[config.mk]
export PLATFORM = sky130hd
export DESIGN_NAME = gpm_registers
export DESIGN_NICKNAME = d
export VERILOG_FILES = /design/src/inc/gpm_pkg.sv /design/src/inc/gpm_ext_if.sv /design/src/rtl/gpm_ext_store.sv /design/src/rtl/gpm_registers.sv
export SDC_FILE = /design/constraint.sdc
export NUM_CORES = 1
export LEC_CHECK = 0
export CAP_MARGIN = 10
export CORE_MARGIN = 4
export CORE_UTILIZATION = 45
export CTS_CLUSTER_DIAMETER = 80
export DETAILED_ROUTE_END_ITERATION = 16
export DONT_BUFFER_PORTS = 1
export SLEW_MARGIN = 40
export SYNTH_ARGS = -nofsm -noshare
export SYNTH_HDL_FRONTEND = slang
export SYNTH_SLANG_ARGS = --single-unit
export TNS_END_PERCENT = 10
[constraint.sdc]
create_clock -name ref_clk -period 11.3 [get_ports ref_clk]
set_input_delay 0 -clock ref_clk [delete_from_list [all_inputs] [get_ports ref_clk]]
set_output_delay 0 -clock ref_clk [all_outputs]
set_load 0.01 [all_outputs]
[src/inc/gpm_pkg.sv]
// Purpose: Shared constants of the gigabit transceiver management register bank.
// Assumes: Five-bit register addresses and 16-bit register words.
// Notes:   Extended space holds eight words on page one.
package gpm_pkg;
  // Register offsets on the management port.
  localparam logic [4:0] OFF_GIG_CTL    = 5'h09;
  localparam logic [4:0] OFF_GIG_STAT   = 5'h0a;
  localparam logic [4:0] OFF_EXT_CTL    = 5'h0b;
  localparam logic [4:0] OFF_EXT_WDATA  = 5'h0c;
  localparam logic [4:0] OFF_EXT_RDATA  = 5'h0d;
  localparam logic [4:0] OFF_EXT_STAT   = 5'h0f;
  localparam logic [4:0] OFF_LOOP_LED   = 5'h11;
  localparam logic [4:0] OFF_CABLE_DIAG = 5'h12;
  localparam logic [4:0] OFF_PCS_LINK   = 5'h13;
  localparam logic [4:0] OFF_RXERR_CNT  = 5'h15;
  localparam logic [4:0] OFF_INT_CS     = 5'h1b;
  localparam logic [4:0] OFF_DEBUG_CTL  = 5'h1c;
  localparam logic [4:0] OFF_PHY_CTL    = 5'h1f;
  // Values after reset, fixed read values and the PHY control write mask.
  localparam logic [7:0]  RST_GIG_CTL_HI = 8'h02;
  localparam logic [15:0] RST_LOOP_LED   = 16'h02f0;
  localparam logic [15:0] RST_PHY_CTL    = 16'h0200;
  localparam logic [15:0] EXT_STAT_VALUE = 16'h3000;
  localparam logic [15:0] PHY_CTL_WMASK  = 16'hf380;
  localparam logic [15:0] RST_EXT_SKEW   = 16'h7777;
  // Field positions.
  localparam int GC_MANUAL_EN  = 12;
  localparam int GC_MANUAL_VAL = 11;
  localparam int GC_PORT_TYPE  = 10;
  localparam int GC_ADV_FULL   = 9;
  localparam int GC_ADV_HALF   = 8;
  localparam int EC_WRITE      = 15;
  localparam int EC_PAGE       = 8;
  localparam int LL_REMOTE_LB  = 8;
  localparam int LL_LED_TEST   = 3;
  localparam int CD_START      = 15;
  localparam int DC_MDI_SET    = 7;
  localparam int DC_SWAP_OFF   = 6;
  localparam int DC_PCS_LB     = 0;
  localparam int PC_INT_LEVEL  = 14;
  localparam int PC_JAB_EN     = 9;
  // Extended store geometry and strap settle count in cycles.
  localparam int EXT_DEPTH     = 8;
  localparam int EXT_BASE_IDX  = 4;
  localparam logic [1:0] STRAP_SETTLE = 2'd3;
endpackage

[src/inc/gpm_ext_if.sv]
// Purpose: Carrier between the register bank and the extended register store.
// Assumes: One clock domain.
// Notes:   Read data is combinational from the store.
`timescale 1ns/1ns
interface gpm_ext_if;
  logic        wrEn;
  logic [8:0]  addr;
  logic [15:0] wrData;
  logic [15:0] rdData;
  modport bank  (output wrEn, output addr, output wrData, input rdData);
  modport store (input wrEn, input addr, input wrData, output rdData);
endinterface

[src/rtl/gpm_ext_store.sv]
// Purpose: Flip-flop store for the extended register words.
// Assumes: Page one, addresses zero to seven; other addresses read zero.
// Notes:   Writes elsewhere are dropped quietly.
`timescale 1ns/1ns
module gpm_ext_store
  import gpm_pkg::*;
(
  // Clock and reset.
  input wire logic ref_clk,
  input wire logic sys_rst,
  // Access from the register bank.
  gpm_ext_if.store ext
);
  logic [15:0] word_r [EXT_DEPTH];
  wire         inRange = ext.addr[8] && (ext.addr[7:3] == 5'h00);
  wire  [2:0]  idx     = ext.addr[2:0];

  ////////////////////////////////////////////////////////////////////////////
  // One register per entry; the skew words come up at mid scale.
  for (genvar i = 0; i < EXT_DEPTH; i++)
  begin : g_word
    always_ff @(posedge ref_clk or posedge sys_rst)
    begin
      if (sys_rst)
        word_r[i] <= (i >= EXT_BASE_IDX && i < EXT_BASE_IDX + 3) ? RST_EXT_SKEW : 16'h0000;
      else if (ext.wrEn && inRange && idx == 3'(i))
        word_r[i] <= ext.wrData;
    end
  end

  // Out-of-range reads return zero so software never sees stale words.
  assign ext.rdData = inRange ? word_r[idx] : 16'h0000;
endmodule

[src/rtl/gpm_registers.sv]
// Purpose: Management register bank of a triple-speed copper transceiver.
// Assumes: Event and status inputs come from core logic on ref_clk; the
//          half-duplex strap is a pin and is synchronised.
// Notes:   Register port is the decoded management frame: one access per pulse.
`timescale 1ns/1ns
module gpm_registers
  import gpm_pkg::*;
(
  // Clock and reset.
  input  wire logic        ref_clk,
  input  wire logic        sys_rst,
  // Management register port.
  input  wire logic [4:0]  regAddr,
  input  wire logic        regWrEn,
  input  wire logic        regRdEn,
  input  wire logic [15:0] regWrData,
  output logic [15:0]      regRdData,
  output logic             regRdValid,
  // Strap pin.
  input  wire logic        gigHalfStrap,
  // Core status levels.
  input  wire logic        resolvedMaster,
  input  wire logic        localRxOk,
  input  wire logic        remoteRxOk,
  input  wire logic        partnerGigFullAbility,
  input  wire logic        partnerGigHalfAbility,
  input  wire logic        gigLinkOk,
  input  wire logic        fastLinkOk,
  input  wire logic        rxIdle,
  input  wire logic        transmitModeIndication,
  // Core event pulses.
  input  wire logic        msConfigFault,
  input  wire logic        idleSymbolError,
  input  wire logic        rxErrorFrame,
  input  wire logic [7:0]  intEvent,
  // Controls to the core.
  output logic             roleForce,
  output logic             roleForceMaster,
  output logic             preferMultiport,
  output logic             advGigFull,
  output logic             advGigHalf,
  output logic             remoteLoopback,
  output logic             ledTestMode,
  output logic             autoCrossOff,
  output logic             straightMode,
  output logic             pcsLoopback,
  output logic             jabberCountEn,
  output logic             cableDiagStart,
  // Interrupt pin.
  output logic             intPin
);

  ////////////////////////////////////////////////////////////////////////////
  // Storage.
  logic [15:8] gigCtl_r;
  logic        msFault_r;
  logic [7:0]  idleCnt_r;
  logic [15:0] extCtl_r;
  logic [15:0] extWrData_r;
  logic [15:0] extRdData_r;
  logic [15:1] loopLed_r;
  logic [15:8] cableDiag_r;
  logic [15:0] rxErrCnt_r;
  logic [7:0]  intEn_r;
  logic [7:0]  intFlag_r;
  logic [15:0] debugCtl_r;
  logic [15:0] phyCtl_r;
  logic [2:0]  strapSync_r;
  logic [1:0]  strapWait_r;
  logic        strapTaken_r;

  gpm_ext_if extBus ();

  gpm_ext_store u_ext_store (
    .ref_clk (ref_clk),
    .sys_rst (sys_rst),
    .ext     (extBus)
  );

  ////////////////////////////////////////////////////////////////////////////
  // Address decode.
  wire wrGig     = regWrEn && (regAddr == OFF_GIG_CTL);
  wire wrExtCtl  = regWrEn && (regAddr == OFF_EXT_CTL);
  wire wrExtData = regWrEn && (regAddr == OFF_EXT_WDATA);
  wire wrLoop    = regWrEn && (regAddr == OFF_LOOP_LED);
  wire wrCable   = regWrEn && (regAddr == OFF_CABLE_DIAG);
  wire wrInt     = regWrEn && (regAddr == OFF_INT_CS);
  wire wrDebug   = regWrEn && (regAddr == OFF_DEBUG_CTL);
  wire wrPhy     = regWrEn && (regAddr == OFF_PHY_CTL);
  wire rdGigStat = regRdEn && (regAddr == OFF_GIG_STAT);
  wire rdRxErr   = regRdEn && (regAddr == OFF_RXERR_CNT);
  wire rdInt     = regRdEn && (regAddr == OFF_INT_CS);

  // Extended access is driven by the write to the control register itself.
  assign extBus.wrEn   = wrExtCtl && regWrData[EC_WRITE];
  assign extBus.addr   = {regWrData[EC_PAGE], regWrData[7:0]};
  assign extBus.wrData = extWrData_r;
  wire   extLoad       = wrExtCtl && !regWrData[EC_WRITE];

  // Counter increments; both hold at all-ones rather than wrap.
  wire       idleInc   = idleSymbolError && rxIdle && transmitModeIndication;
  wire [7:0] idleBase  = rdGigStat ? 8'h00 : idleCnt_r;
  wire [7:0] idleNxt   = (idleInc && idleBase != 8'hff) ? idleBase + 8'h01 : idleBase;
  wire [15:0] rxErrBase = rdRxErr ? 16'h0000 : rxErrCnt_r;
  wire [15:0] rxErrNxt  = (rxErrorFrame && rxErrBase != 16'hffff) ? rxErrBase + 16'h0001 : rxErrBase;

  // Set wins over clear-on-read so no event is lost.
  wire       msFaultNxt = msConfigFault || (msFault_r && !rdGigStat);
  wire [7:0] intFlagNxt = intEvent | (rdInt ? 8'h00 : intFlag_r);

  // Interrupt pin level from enabled flags and polarity.
  wire intActive = |(intFlag_r & intEn_r);
  wire intPinNxt = phyCtl_r[PC_INT_LEVEL] ? intActive : !intActive;

  // Strap is caught once, after the synchroniser has settled.
  wire strapCatch = !strapTaken_r && (strapWait_r == STRAP_SETTLE) &&
                    (strapSync_r[2] == strapSync_r[1]);

  ////////////////////////////////////////////////////////////////////////////
  // Read selection; reserved fields read zero.
  wire [15:0] gigCtlRd  = {gigCtl_r, 8'h00};
  wire [15:0] gigStatRd = {msFault_r, resolvedMaster, localRxOk, remoteRxOk,
                           partnerGigFullAbility, partnerGigHalfAbility, 2'b00,
                           idleCnt_r};
  wire [15:0] pcsRd     = {13'h0000, gigLinkOk, fastLinkOk, 1'b0};
  wire [15:0] rdMux =
    (regAddr == OFF_GIG_CTL)    ? gigCtlRd :
    (regAddr == OFF_GIG_STAT)   ? gigStatRd :
    (regAddr == OFF_EXT_CTL)    ? extCtl_r :
    (regAddr == OFF_EXT_WDATA)  ? extWrData_r :
    (regAddr == OFF_EXT_RDATA)  ? extRdData_r :
    (regAddr == OFF_EXT_STAT)   ? EXT_STAT_VALUE :
    (regAddr == OFF_LOOP_LED)   ? {loopLed_r, 1'b0} :
    (regAddr == OFF_CABLE_DIAG) ? {cableDiag_r, 8'h00} :
    (regAddr == OFF_PCS_LINK)   ? pcsRd :
    (regAddr == OFF_RXERR_CNT)  ? rxErrCnt_r :
    (regAddr == OFF_INT_CS)     ? {intEn_r, intFlag_r} :
    (regAddr == OFF_DEBUG_CTL)  ? debugCtl_r :
    (regAddr == OFF_PHY_CTL)    ? phyCtl_r : 16'h0000;

  ////////////////////////////////////////////////////////////////////////////
  // Read port: data lands one cycle after the strobe.
  always_ff @(posedge ref_clk or posedge sys_rst)
  begin
    if (sys_rst)
    begin
      regRdData  <= 16'h0000;
      regRdValid <= 1'b0;
    end
    else
    begin
      regRdData  <= regRdEn ? rdMux : regRdData;
      regRdValid <= regRdEn;
    end
  end

  // Strap synchroniser; only the last two stages are compared.
  always_ff @(posedge ref_clk or posedge sys_rst)
  begin
    if (sys_rst)
    begin
      strapSync_r  <= 3'b000;
      strapWait_r  <= 2'd0;
      strapTaken_r <= 1'b0;
    end
    else
    begin
      strapSync_r  <= {strapSync_r[1:0], gigHalfStrap};
      strapWait_r  <= (strapWait_r == STRAP_SETTLE) ? strapWait_r : strapWait_r + 2'd1;
      strapTaken_r <= strapTaken_r || strapCatch || wrGig;
    end
  end

  // Gigabit control; the low byte is never stored.
  always_ff @(posedge ref_clk or posedge sys_rst)
  begin
    if (sys_rst)
      gigCtl_r <= RST_GIG_CTL_HI;
    else if (wrGig)
      gigCtl_r <= regWrData[15:8];
    else if (strapCatch)
      gigCtl_r[GC_ADV_HALF] <= strapSync_r[2];
  end

  // Status latches and counters.
  always_ff @(posedge ref_clk or posedge sys_rst)
  begin
    if (sys_rst)
    begin
      msFault_r  <= 1'b0;
      idleCnt_r  <= 8'h00;
      rxErrCnt_r <= 16'h0000;
      intFlag_r  <= 8'h00;
    end
    else
    begin
      msFault_r  <= msFaultNxt;
      idleCnt_r  <= idleNxt;
      rxErrCnt_r <= rxErrNxt;
      intFlag_r  <= intFlagNxt;
    end
  end

  // Extended access registers.
  always_ff @(posedge ref_clk or posedge sys_rst)
  begin
    if (sys_rst)
    begin
      extCtl_r    <= 16'h0000;
      extWrData_r <= 16'h0000;
      extRdData_r <= 16'h0000;
    end
    else
    begin
      extCtl_r    <= wrExtCtl ? regWrData : extCtl_r;
      extWrData_r <= wrExtData ? regWrData : extWrData_r;
      extRdData_r <= extLoad ? extBus.rdData : extRdData_r;
    end
  end

  // Vendor control registers.
  always_ff @(posedge ref_clk or posedge sys_rst)
  begin
    if (sys_rst)
    begin
      loopLed_r   <= RST_LOOP_LED[15:1];
      cableDiag_r <= 8'h00;
      intEn_r     <= 8'h00;
      debugCtl_r  <= 16'h0000;
      phyCtl_r    <= RST_PHY_CTL;
    end
    else
    begin
      loopLed_r   <= wrLoop ? regWrData[15:1] : loopLed_r;
      // The start bit clears itself one cycle after it is set.
      cableDiag_r <= wrCable ? regWrData[15:8] : {1'b0, cableDiag_r[14:8]};
      intEn_r     <= wrInt ? regWrData[15:8] : intEn_r;
      debugCtl_r  <= wrDebug ? regWrData : debugCtl_r;
      phyCtl_r    <= wrPhy ? (regWrData & PHY_CTL_WMASK) : phyCtl_r;
    end
  end

  // Control outputs, each from a flop, one cycle behind the stored bits.
  always_ff @(posedge ref_clk or posedge sys_rst)
  begin
    if (sys_rst)
    begin
      roleForce       <= 1'b0;
      roleForceMaster <= 1'b0;
      preferMultiport <= 1'b0;
      advGigFull      <= 1'b1;
      advGigHalf      <= 1'b0;
      remoteLoopback  <= 1'b0;
      ledTestMode     <= 1'b0;
      autoCrossOff    <= 1'b0;
      straightMode    <= 1'b0;
      pcsLoopback     <= 1'b0;
      jabberCountEn   <= 1'b1;
      cableDiagStart  <= 1'b0;
      intPin          <= 1'b1;
    end
    else
    begin
      roleForce       <= gigCtl_r[GC_MANUAL_EN];
      roleForceMaster <= gigCtl_r[GC_MANUAL_EN] && gigCtl_r[GC_MANUAL_VAL];
      preferMultiport <= !gigCtl_r[GC_MANUAL_EN] && gigCtl_r[GC_PORT_TYPE];
      advGigFull      <= gigCtl_r[GC_ADV_FULL];
      advGigHalf      <= gigCtl_r[GC_ADV_HALF];
      remoteLoopback  <= loopLed_r[LL_REMOTE_LB];
      ledTestMode     <= loopLed_r[LL_LED_TEST];
      autoCrossOff    <= debugCtl_r[DC_SWAP_OFF];
      straightMode    <= debugCtl_r[DC_SWAP_OFF] && debugCtl_r[DC_MDI_SET];
      pcsLoopback     <= debugCtl_r[DC_PCS_LB];
      jabberCountEn   <= phyCtl_r[PC_JAB_EN];
      cableDiagStart  <= cableDiag_r[CD_START];
      intPin          <= intPinNxt;
    end
  end
endmodule

==> results.sh <==
export IMPL_r2r_start="extBus.wrData[13]"
export IMPL_dieArea_mm2=0.03494
export IMPL_dieHeight_um=186.9
export IMPL_areaGrowthSynthToFinish_pct=13.37
export IMPL_power_density_mw_per_mm2=162.6
export IMPL_timing_final_ws_setup_ns=8.188
export IMPL_numPortBuffers=0
export IMPL_finalPower_mw=2.656
export IMPL_layout_drive_gt1_share=0.3299
export IMPL_netlist_instances=1133
export IMPL_cp_startpoint="regAddr[4]"
export IMPL_netlist_area_mm2=0.01440
export IMPL_place_congestion=0.8842
export IMPL_critPathCapture="regRdData[14]"
export IMPL_critPathKind="input port to register"
export IMPL_layout_common_cells="dfrtp_1, mux2_2, nand2_1"
export IMPL_cap_violations=0
export IMPL_max_slew_worst_pin_slew_ns=0.8691
export IMPL_critical_path_depth=7
export IMPL_drtAntennaViolNets=0
export IMPL_drt_iter0_markers=953
export IMPL_first_pass_iters=6
export IMPL_crit_top_cell="dlygate4sd3_1"
export IMPL_worstHoldPathType="input port to register"
export IMPL_synth_edf_count=0
export IMPL_dp_hpwl_um=24770
export IMPL_cpPeakStageDelay_ns=0.70
export IMPL_leakagePower_nw=7.117
export IMPL_timing_final_crit_share=0.2754
export IMPL_grt_antenna_before_repair=2
export IMPL_slew_headroom=0.4206
export IMPL_fin_crit_ns=3.112
export IMPL_crit_path_end_kind="register"
export IMPL_wl_per_cell_um=24.88
export IMPL_cpMaxStageDelayCell="nor2_1"
export IMPL_grt_usage=0.2226
export IMPL_wl_um=39180
export IMPL_rr_worst_depth=6
export IMPL_post_route_drc_count=0
export IMPL_synth_nets=1182
export IMPL_root_buffer="clkbuf_16"
export IMPL_rows=65
export IMPL_layout_commonest_cell="dfrtp_1"
export IMPL_rsz0062_at_grt="no"
export IMPL_worstPathArrival_ns=3.56
export IMPL_cts_buffer_depth=3
export IMPL_cts_max_level=2
export IMPL_cts_tree="built"
export IMPL_clock_skew_ns=0.01961
export IMPL_clkSinkCount=307
export IMPL_initial_core_util=0.4565
export IMPL_timing_hold_ws_ns=0.01337
export IMPL_grt_ovfl_total=0
export IMPL_post_cts_buffers=0
export IMPL_cpLargestDelayFamily="simple AND/OR/NAND/NOR gates"
export IMPL_max_freq_ghz=0.3214
export IMPL_status="finished clean"
export IMPL_netlist_area_leader_share=0.4534
export IMPL_peakVddDrop_v=0.0001039
export IMPL_ys_seq_area_frac=0.5374
export IMPL_cts_made_buffers=34
export IMPL_syn_avg_cell_area_um2=12.71
export IMPL_viasPerCell=6.048
export IMPL_reg2reg_slack_ns=8.42
export IMPL_place_ws_ns=8.082
export IMPL_clock_latency_ns=0.52
export IMPL_fp_coreArea_mm2=0.03156
export IMPL_r2r_end="regRdData[13]"
export IMPL_start_kind="input port"
export IMPL_fin_setup_tns_ns=0
export IMPL_vias=9526
export IMPL_grt_max_degree=114
export IMPL_grt_pass1_wl_um=60830
export IMPL_final_hold_viol_count=0
export IMPL_async_reset_ff_frac=1.000
export IMPL_first_global_vias=9652
export IMPL_ys_ff_latch=307
export IMPL_nNetsFinal=1196
export IMPL_die_w_um=186.9
export IMPL_synth_cell_type_count=72
export IMPL_setup_viol=0
export IMPL_synth_ff_type="dfrtp_1"
export IMPL_worst_path_max_fanout=17
export IMPL_required_ns=11.75
export IMPL_finalMaxSlewViolations=0
export IMPL_antenna_diode_count=0
export IMPL_ioPinCount=76
export IMPL_yosysWarningCount=0
export IMPL_crit_chain="dlygate4sd3_1, nor2b_1, nand2_1, nor2_1, a221oi_1, o2bb2ai_1, dlygate4sd3_1"
export IMPL_clk_pin_slew_ns=0.06
export IMPL_yosys_area_top_type="dfrtp_1"
export IMPL_synthTopCellsByArea="dfrtp_1, mux2_2, dfstp_2"
export IMPL_crit_buf_inv=2
-- synthesized netlist by cell type (all sizes together), types with 7 or more instances --
master  instances
nor4            8
nand3b          7
nor2b          13
o21ai          39
nand4           9
nor3           18
and3           11
a221oi          8
mux2          225
nand2b         14
buf            33
a22oi          13
and2           12
nand3          22
a31oi          10
a21oi          36
xnor2          13
nor2           41
clkbuf         53
o22ai           8
mux4           32
nand2          65
mux2i          24
dfstp          46
a21o           13
dfrtp         261
-- how the worst min path moves through the flow --
stage	start	to	slack [ns]	cells past startpoint
after floorplan	regRdEn	regRdValid	0.03	0
after detailed placement	gigHalfStrap	strapSync_r[0]	0.03	0
after CTS	regAddr[1]	regRdData[15]	0.002	4
after global routing	regWrEn	phyCtl_r[7]	0.008	2
after global placement	gigHalfStrap	strapSync_r[0]	0.03	0
final	regAddr[2]	regRdData[7]	0.01	4
-- timing repair --
item	in CTS	in global routing
hold buffers	56	1
endpoints found under the hold margin	289	1
gates resized for setup	0	0
setup endpoints to repair	0	0
-- state kept, by name, summed over array words and instances (netlist names), 7 cells and up --
register and count:
cableDiag_r 8, debugCtl_r 16, extBus.wrData 16, extCtl_r 16
extRdData_r 16, gigCtl_r 8, idleCnt_r 8, intEn_r 8
intFlag_r 8, loopLed_r 15, phyCtl_r 7, regRdData 16
rxErrCnt_r 16, u_ext_store.word_r 128
-- cell families (layout without fill, tap and decap cells) --
| kind of cell | after synthesis | in the layout | share of synthesized area |
|---|---|---|---|
| adder cells (fa/ha/maj) | 3 | 3 | 0.002606 |
| buffers and inverters | 92 | 132 | 0.02823 |
| flip-flops | 307 | 307 | 0.5374 |
| AO/OA/AOI/OAI | 181 | 181 | 0.08487 |
| multiplexers | 281 | 281 | 0.2426 |
| AND/OR/NAND/NOR | 252 | 252 | 0.09399 |
| XOR/XNOR | 17 | 17 | 0.01034 |
-- through the flow --
stage | instance area (um^2) | util | instances
floorplan | 14400 | - | 1133
global placement | 14580 | 0.4619 | 1455
detailed placement | 14600 | 0.4626 | 1455
CTS | 16300 | 0.5167 | 1573
global route | 16330 | 0.5175 | 1575
finish | 16330 | 0.5175 | 1575
-- layer usage --
layer  track usage  part of all wire  vias up
li1              -                 -     4237
met1        0.3147              0.43     4891
met2        0.3569              0.47      309
met3       0.03714             0.063       87
met4       0.06712             0.033        2
met5             0           0.00033        -
-- layout make-up --
type,instances,area (um^2)
flip-flops and latches,307,7740
clock inverters,8,61.31
clock buffers,54,1046
fillers,2744,15230
multi-input cells,734,6277
well taps,402,503.0
repair buffers,64,666.9
inverters,6,35.03
-- worst reg2reg max path, stage by stage (launching register included) --
cell           delay [ns]
dfrtp_1              0.55
nand2b_1             0.16
a31oi_1              0.09
dlygate4sd3_1        0.59
a2111oi_0            0.63
o22ai_1              0.15
dlygate4sd3_1        0.59
-- power by group --
part | total, mW | internal, mW | switching (mW)
Clock | 1.09 | 0.638 | 0.450
Sequential | 1.32 | 1.20 | 0.121
Combinational | 0.244 | 0.124 | 0.120
Total | 2.66 | 1.96 | 0.691
No activity file was read; power rests on OpenSTA's default activity.
